===== src/mdsf_pkg.sv =====
package mdsf_pkg;
    localparam logic [7:0] MOTOR1_STATUS_OFFSET = 8'h6F;
    localparam logic [7:0] MOTOR2_STATUS_OFFSET = 8'h7F;
    localparam int         STANDSTILL_BIT       = 31;
    localparam int         OPEN_LOAD_B_BIT      = 30;
    localparam int         OPEN_LOAD_A_BIT      = 29;
    localparam int         SHORT_B_BIT          = 28;
    localparam int         SHORT_A_BIT          = 27;
    localparam int         PREWARN_BIT          = 26;
    localparam int         THERMAL_BIT          = 25;
    localparam int         STALL_BIT            = 24;
    localparam int         CS_MSB               = 20;
    localparam int         CS_LSB               = 16;
    localparam int         FULLSTEP_BIT         = 15;
    localparam int         LOAD_W               = 10;
    localparam int         CS_W                 = 5;
    localparam logic [3:0] OFF_TIME_OFF         = 4'h0;
    localparam logic [LOAD_W-1:0] LOAD_STALL    = 10'h000;
    localparam logic [31:0] READ_RESET          = 32'h0000_0000;
endpackage


===== src/mdsf_axis.sv =====
`timescale 1ns/1ps
`default_nettype none
module mdsf_axis (
    // clock and reset
    input  wire logic                          clk,
    input  wire logic                          rst_n,
    // axis inputs, already synchronised
    input  wire logic                          moving,
    input  wire logic                          open_a,
    input  wire logic                          open_b,
    input  wire logic                          short_a,
    input  wire logic                          short_b,
    input  wire logic                          prewarn,
    input  wire logic                          thermal,
    input  wire logic                          load_mode,
    input  wire logic                          load_mode_stall,
    input  wire logic [mdsf_pkg::LOAD_W-1:0]   load_measure_result,
    input  wire logic [mdsf_pkg::CS_W-1:0]     cs_actual,
    input  wire logic                          fullstep,
    input  wire logic [3:0]                    chopper_off_time,
    input  wire logic                          driver_enable_n,
    // status
    output logic [31:0]                        driver_status_word,
    output logic                               power_enable
);
    logic short_a_hold;
    logic short_b_hold;
    logic release_short;

    // software clears a latched short only by switching the driver off
    assign release_short = (chopper_off_time == mdsf_pkg::OFF_TIME_OFF) || driver_enable_n;

    always_ff @(posedge clk or negedge rst_n) begin
        if (!rst_n) begin
            short_a_hold <= 1'b0;
            short_b_hold <= 1'b0;
        end else begin
            // new detection while releasing still latches
            short_a_hold <= short_a || (short_a_hold && !release_short);
            short_b_hold <= short_b || (short_b_hold && !release_short);
        end
    end

    always_ff @(posedge clk or negedge rst_n) begin
        if (!rst_n) begin
            power_enable <= 1'b0;
        end else begin
            power_enable <= !release_short && !short_a_hold && !short_b_hold
                            && !short_a && !short_b && !thermal;
        end
    end

    always_ff @(posedge clk or negedge rst_n) begin
        if (!rst_n) begin
            driver_status_word <= mdsf_pkg::READ_RESET;
        end else begin
            driver_status_word <= '0;
            driver_status_word[mdsf_pkg::STANDSTILL_BIT] <= !moving;
            driver_status_word[mdsf_pkg::OPEN_LOAD_B_BIT] <= open_b;
            driver_status_word[mdsf_pkg::OPEN_LOAD_A_BIT] <= open_a;
            driver_status_word[mdsf_pkg::SHORT_B_BIT] <= short_b_hold || short_b;
            driver_status_word[mdsf_pkg::SHORT_A_BIT] <= short_a_hold || short_a;
            driver_status_word[mdsf_pkg::PREWARN_BIT] <= prewarn;
            driver_status_word[mdsf_pkg::THERMAL_BIT] <= thermal;
            driver_status_word[mdsf_pkg::STALL_BIT] <= load_mode ? load_mode_stall
                : (load_measure_result == mdsf_pkg::LOAD_STALL);
            driver_status_word[mdsf_pkg::CS_MSB:mdsf_pkg::CS_LSB] <= cs_actual;
            driver_status_word[mdsf_pkg::FULLSTEP_BIT] <= fullstep;
        end
    end
endmodule
`default_nettype wire


===== src/mdsf_top.sv =====
`timescale 1ns/1ps
`default_nettype none
// What this block does
// standstill bit 31 set whenever motor is not moving, in any mode.
// open-load bits 30 (B) and 29 (A) are informational; driver ignores them.
// software should check open-load only in slow motion or after a move.
// ground short sets bit 28 (B) or 27 (A) and disables the power stage.
// short flags hold until off-time is zero or enable input deasserted.
// pre-warning bit 26 is one chip-wide flag shared by both drivers.
// overtemperature bit 25 is chip-wide, disabling both drivers until pre-warning clears.
// stall bit 24 when load result is zero, or load-mode stall in that mode.
// bits 20..16 report applied adaptive coil current scale.
// bit 15 shows the driver switched to fullstep operation.
// status read-only; reads do not clear; writes ignored.
module mdsf_top (
    // clock and reset
    input  wire logic                          sys_clk,
    input  wire logic                          resetn,
    // register port
    input  wire logic [7:0]                    reg_addr,
    input  wire logic [31:0]                   reg_wdata,
    input  wire logic                          reg_write,
    input  wire logic                          reg_read,
    output logic [31:0]                        reg_rdata,
    // chip-wide thermal sensing, asynchronous
    input  wire logic                          temp_prewarn,
    input  wire logic                          temp_limit,
    // motor one analog detector and core inputs
    input  wire logic                          m1_moving,
    input  wire logic                          m1_open_a,
    input  wire logic                          m1_open_b,
    input  wire logic                          m1_short_a,
    input  wire logic                          m1_short_b,
    input  wire logic                          m1_load_mode,
    input  wire logic                          m1_load_mode_stall,
    input  wire logic [mdsf_pkg::LOAD_W-1:0]   m1_load_measure_result,
    input  wire logic [mdsf_pkg::CS_W-1:0]     m1_cs_actual,
    input  wire logic                          m1_fullstep,
    input  wire logic [3:0]                    m1_chopper_off_time,
    // motor two
    input  wire logic                          m2_moving,
    input  wire logic                          m2_open_a,
    input  wire logic                          m2_open_b,
    input  wire logic                          m2_short_a,
    input  wire logic                          m2_short_b,
    input  wire logic                          m2_load_mode,
    input  wire logic                          m2_load_mode_stall,
    input  wire logic [mdsf_pkg::LOAD_W-1:0]   m2_load_measure_result,
    input  wire logic [mdsf_pkg::CS_W-1:0]     m2_cs_actual,
    input  wire logic                          m2_fullstep,
    input  wire logic [3:0]                    m2_chopper_off_time,
    // enable pin, shared, active low
    input  wire logic                          driver_enable_n,
    // power stage enables
    output logic                               m1_power_enable,
    output logic                               m2_power_enable
);
    localparam int NSYNC = 10;

    logic [1:0]       rst_sync;
    logic             rst_n;
    logic [NSYNC-1:0] async_in;
    logic [NSYNC-1:0] sync_a;
    logic [NSYNC-1:0] sync_b;
    logic             thermal_hold;
    logic [31:0]      status_m1;
    logic [31:0]      status_m2;
    logic             pe1;
    logic             pe2;

    always_ff @(posedge sys_clk or negedge resetn) begin
        if (!resetn) begin
            rst_sync <= 2'b00;
        end else begin
            rst_sync <= {rst_sync[0], 1'b1};
        end
    end
    assign rst_n = rst_sync[1];

    // pins from the analog side are asynchronous to sys_clk
    assign async_in = {temp_prewarn, temp_limit, driver_enable_n,
                       m1_open_a, m1_open_b, m1_short_a, m1_short_b,
                       m2_open_a, m2_open_b, m2_short_a};

    always_ff @(posedge sys_clk or negedge rst_n) begin
        if (!rst_n) begin
            sync_a <= '0;
            sync_b <= '0;
        end else begin
            sync_a <= async_in;
            sync_b <= sync_a;
        end
    end

    logic s_prewarn;
    logic s_limit;
    logic s_enable_n;
    logic m2_short_b_a;
    logic m2_short_b_s;
    assign s_prewarn  = sync_b[9];
    assign s_limit    = sync_b[8];
    assign s_enable_n = sync_b[7];

    always_ff @(posedge sys_clk or negedge rst_n) begin
        if (!rst_n) begin
            m2_short_b_a <= 1'b0;
            m2_short_b_s <= 1'b0;
        end else begin
            m2_short_b_a <= m2_short_b;
            m2_short_b_s <= m2_short_b_a;
        end
    end

    // shutdown latches at the limit and outlasts it until pre-warning drops too
    always_ff @(posedge sys_clk or negedge rst_n) begin
        if (!rst_n) begin
            thermal_hold <= 1'b0;
        end else begin
            thermal_hold <= s_limit || (thermal_hold && s_prewarn);
        end
    end

    mdsf_axis u_axis1 (
        .clk                 (sys_clk),
        .rst_n               (rst_n),
        .moving              (m1_moving),
        .open_a              (sync_b[6]),
        .open_b              (sync_b[5]),
        .short_a             (sync_b[4]),
        .short_b             (sync_b[3]),
        .prewarn             (s_prewarn),
        .thermal             (thermal_hold),
        .load_mode           (m1_load_mode),
        .load_mode_stall     (m1_load_mode_stall),
        .load_measure_result (m1_load_measure_result),
        .cs_actual           (m1_cs_actual),
        .fullstep            (m1_fullstep),
        .chopper_off_time    (m1_chopper_off_time),
        .driver_enable_n     (s_enable_n),
        .driver_status_word  (status_m1),
        .power_enable        (pe1)
    );

    mdsf_axis u_axis2 (
        .clk                 (sys_clk),
        .rst_n               (rst_n),
        .moving              (m2_moving),
        .open_a              (sync_b[2]),
        .open_b              (sync_b[1]),
        .short_a             (sync_b[0]),
        .short_b             (m2_short_b_s),
        .prewarn             (s_prewarn),
        .thermal             (thermal_hold),
        .load_mode           (m2_load_mode),
        .load_mode_stall     (m2_load_mode_stall),
        .load_measure_result (m2_load_measure_result),
        .cs_actual           (m2_cs_actual),
        .fullstep            (m2_fullstep),
        .chopper_off_time    (m2_chopper_off_time),
        .driver_enable_n     (s_enable_n),
        .driver_status_word  (status_m2),
        .power_enable        (pe2)
    );

    assign m1_power_enable = pe1;
    assign m2_power_enable = pe2;

    // reads have no side effect; writes are not decoded at all
    always_ff @(posedge sys_clk or negedge rst_n) begin
        if (!rst_n) begin
            reg_rdata <= mdsf_pkg::READ_RESET;
        end else if (reg_read) begin
            unique case (reg_addr)
                mdsf_pkg::MOTOR1_STATUS_OFFSET: reg_rdata <= status_m1;
                mdsf_pkg::MOTOR2_STATUS_OFFSET: reg_rdata <= status_m2;
                default:                        reg_rdata <= mdsf_pkg::READ_RESET;
            endcase
        end else begin
            reg_rdata <= mdsf_pkg::READ_RESET;
        end
    end

    logic unused_ok;
    assign unused_ok = reg_write ^ (^reg_wdata);
endmodule
`default_nettype wire


===== config.mk =====
export PLATFORM = sky130hd
export DESIGN_NAME = mdsf_top
export DESIGN_NICKNAME = d
export VERILOG_FILES = /design/src/mdsf_pkg.sv /design/src/mdsf_axis.sv /design/src/mdsf_top.sv
export SDC_FILE = /design/constraint.sdc
export NUM_CORES = 1
export LEC_CHECK = 0
export BUFFER_PORTS_ARGS = -buffer_cell sky130_fd_sc_hd__buf_2
export CAP_MARGIN = 20
export CORE_MARGIN = 1.5
export CORE_UTILIZATION = 35
export DETAILED_ROUTE_END_ITERATION = 6
export GPL_TIMING_DRIVEN = 0
export PLACE_DENSITY = 0.63
export SLEW_MARGIN = 20
export SYNTH_ARGS = -nofsm -noshare
export SYNTH_HDL_FRONTEND = slang
export SYNTH_SLANG_ARGS = --single-unit

===== constraint.sdc =====
create_clock -name sys_clk -period 3 [get_ports sys_clk]
set_input_delay 0.6 -clock sys_clk [delete_from_list [all_inputs] [get_ports sys_clk]]
set_output_delay 0.6 -clock sys_clk [all_outputs]
set_load 0.03 [all_outputs]

* After elaboration in Yosys (flattened, before gate mapping) *
Cells that the tools add are included.

storage, ports and cells
  logic and storage cells = 64
  bits in registers = 91
  output and inout port bits = 34
  bits of input ports = 101

cells by class
  mux-type cells = 4
  equality and inequality tests = 2
  reduce and logical (&&, ||, !) cells = 43

operators by type and width
  cell                count
  $pmux 32 s2         1
  $mux 32             1
  $logic_not 10->1    2
  $eq 8x7->1 const B  2
  $logic_and 1x1->1   15
  $logic_not 1->1     13
  $logic_or 1x1->1    11
  $logic_not 4->1     2
  $mux 1              2

* Depth between registers and ports, before layout *
  depth after elaboration = 8
  gate-level depth with buffers = 5
  gate-level depth less buffers = 3

* Modules after synthesis *
Synthesis repeated with hierarchy kept, for this count alone.

unflattened totals
  cells, all modules = 235
  area, all modules = 3575.9 um^2

modules (own cells, without submodules)
  module     area each (um^2)  times used  seq. area each (um^2)  cells each
  mdsf_top   2252.2            1           1426.4                 135
  mdsf_axis  661.9             2           425.4                  50

* Least setup slack after synthesis *
No wires, ideal clock.

  kind = input to register
  start = input reg_addr[1]
  end = register reg_rdata[18]
  library setup time = 0.071 ns
  path slack = 1.451 ns
  required time = 2.929 ns
  arrival = 1.477 ns
  stages = 5
  path buffers = 2
  cell sequence = nand4_1 -> or4_1 -> buf_2 -> buf_6 -> nor2_1

between the ends
  cells in the longest elaborated chain, start to end = 3
  elaborated cells on any way between the ends = 4
  those cells by class = eq/ne: 2; mux: 2

RTL lines
  item                  RTL line         source
  start, declared       mdsf_top.sv:20   input wire logic [7:0] reg_addr,
  $eq 8x7->1            mdsf_top.sv:173  unique case (reg_addr)
  $pmux 32 s2 *         mdsf_top.sv:173
  $mux 32 *             mdsf_top.sv:172  end else if (reg_read) begin
  end signal, assigned  mdsf_top.sv:171  reg_rdata <= mdsf_pkg::READ_RESET;
  end signal, assigned  mdsf_top.sv:174  mdsf_pkg::MOTOR1_STATUS_OFFSET: reg_rdata <= status_m1;
  end signal, assigned  mdsf_top.sv:175  mdsf_pkg::MOTOR2_STATUS_OFFSET: reg_rdata <= status_m2;
  end, declared         mdsf_top.sv:24   output logic [31:0] reg_rdata,

Every way passes the cells marked *; elsewhere a longest branch is shown, timed or not.

* Worst setup path after layout *
  start = register reg_rdata[29]
  end = output reg_rdata[29]

No word-level cell between the ends.

==> results.toml <==
[outcome]
outcome = "complete, no violations"

[synth]
syn_area_um2 = 2315
synth-seq-area-share_pct = 76.76
syn_avg_cell_area_um2 = 14.93
synth_cells = 155
yosysWarnings = 0
ys_ff_latch = 71
synth.distinct_cells = 16

[power]
leakage_nw = 1.643
seq_power_share_pct = 57.8
p_switching_mw = 0.4036
finalPower_mw = 1.758
peakVddDrop_mv = 0.3092
swShare_pct = 22.96
pwr-share-comb_pct = 7.6
p_per_area_nw_per_um2 = 572.7
p_int_mw = 1.355
p_clk_share_pct = 34.6

[sta]
skew_ps = 4.932
layout_min_cycle_time_ps = 1477
slew_violations = 0
fmax_mhz = 677.1
fin_crit_sh_pct = 49.23
rsz0062_at_grt = "no"
setup_tns_ps = 0
timing.final.hold_violations = 0
setup_ws_ps = 1523
finalSetupViolCount = 0

[die]
die_y_um = 84.33
die_w_um = 84.33
die-area_um2 = 7111
num_io_pins = 135
initial_utilization_pct = 36.25
rows = 29
core_area_um2 = 6386

[worst_setup_path]
critPathTopFamily = "flip-flops"
crit_path_end_kind = "primary output"
worstPathRequired_ps = 2400
criticalPathCategory = "register to primary output"
startpoint_type = "register"
cp.arrival_ps = 880
worst-path-buf-inv = 1
cp_slowest_cell = "dfrtp_1"
path_max_fanout = 1
cpPeakStageDelay_ps = 370
cp_cell_sequence = "buf_2"

[detailed_routing]
routed_wirelength_um = 3535
drt_iter0_markers = 52
detail_route.vias_per_cell = 3.974
post_drt_wl_per_cell_um = 10.16
ant_nets = 0
drt_drc_violations_left = 0
num_vias = 1383
dr.pass1.iters = 4

[final_layout]
final_cell_mix = "85 x buf_2, 70 x dfrtp_1, 19 x conb_1"
nNetsFinal = 368
fin_area_um2 = 3070
antennaDiodeCount = 0
layout_commonest_cell = "buf_2"
drive_gt1_share_pct = 45.39
fillerInstances = 594
syn2layout_area_growth_pct = 32.65

[placement]
pre_cts_ws_ps = 1272
dpl_cell_area_um2 = 2914
hpwl_um = 2594
portBuffers = 83
gp_congestion = 0.7379

[grt]
grt_max_degree = 42
grt_pass1_wl_um = 5865
overflow = 0
grt_pass1_vias = 1357
grtUsageTotal_pct = 11.11
grt_antenna_before_repair = 0

[clock_network]
cts_made_buffers = 9
path_clk_slew_ps = 70
clock_latency_ps = 330
holdBufCountCts = 0
h-tree-depth = 3
cts_buffer_depth = 2
cts_resized = 0
clock-sinks = 71
cts_tree = "yes"
post_cts_buffers = 0
root_buffer = "clkbuf_8"

[min_path]
holdCritPathClass = "primary input to async pin"

[run]
maxCapViolations = 0
## final cells by class
cell class	instances	area [um^2]	area share (%)
Sequential cell	71	1780	57.99
Timing Repair Buffer	84	435.4	14.18
Multi-Input combinational cell	75	426.7	13.90
Buffer	21	156.4	5.094
Clock buffer	11	131.4	4.279
Tap cell	77	96.34	3.138
Clock inverter	4	25.02	0.8150
Inverter	5	18.77	0.6112
## sequential cells by signal, summed over array words and instances (netlist names), 2 cells and up
signal                      cells
reg_rdata                      14
rst_sync                        2
u_axis1.driver_status_word     14
sync_a                         10
u_axis2.driver_status_word     12
sync_b                         10
## power groups by stage
stage	clock network [mW]	logic [mW]	registers, mW
after floorplan	0	0.0734	1.04
final	0.608	0.134	1.02
after CTS	0.643	0.135	1.02
after global placement	0	0.120	1.04
after global routing	0.683	0.148	1.02
after detailed placement	0	0.135	1.04
## cell usage after synthesis
library cell,count,area (um^2)
a21o_1,5,37.54
buf_2,2,10.01
buf_4,18,135.1
buf_6,1,11.26
conb_1,2,7.510
dfrtp_1,71,1777
inv_1,5,18.77
mux2i_1,12,120.1
nand2_1,5,18.77
nand4_1,1,6.260
nor2_1,16,60.06
nor4_1,8,50.05
o41ai_1,2,17.52
or2_2,4,25.02
or3_1,2,12.51
or4_1,1,7.510
## cell families after synthesis
kind of cell,Yosys count,synth area share (%)
and+or+nand+nor,37,7.784
other,2,0.3244
buffers and inverters,26,7.568
muxes,12,5.189
DFF,71,76.76
AOI/OAI and AO/OA,7,2.379
## worst paths after layout
| kind | start | end | slack (ps) | cells after the start |
|---|---|---|---|---|
| worst max-delay path | reg_rdata[29]$_DFF_PN0_ | reg_rdata[29] | 1520 | 1 |
| max in group asynchronous | rst_sync[1]$_DFF_PN0_ | reg_rdata[27]$_DFF_PN0_ | 2230 | 1 |
| worst max register to register | thermal_hold$_DFF_PN0_ | u_axis1.power_enable$_DFF_PN0_ | 1860 | 2 |
| min in group sys_clk | m2_short_b_a$_DFF_PN0_ | m2_short_b_s$_DFF_PN0_ | 350 | 0 |
| worst min register to register | rst_sync[1]$_DFF_PN0_ | sync_b[5]$_DFF_PN0_ | 250 | 0 |
| worst min-delay path | resetn | rst_sync[1]$_DFF_PN0_ | 30 | 1 |
## layer usage
layer,up-vias,wire (um),GRT usage (%)
li1,689,-,-
met1,639,1348,12.09
met2,45,1873,17.24
met3,10,232,5.211
met4,0,81,7.601
met5,-,0,0
## through the flow
stage               utilization, %  hold slack, ps  instances
finish                       48.08           34.63        348
global route                 48.08           2.003        348
CTS                          48.08           3.366        348
detailed placement           45.63           258.8        333
global placement             45.26           332.2        332
floorplan                        -           304.4        172
No activity file was read; power rests on OpenSTA's default activity.
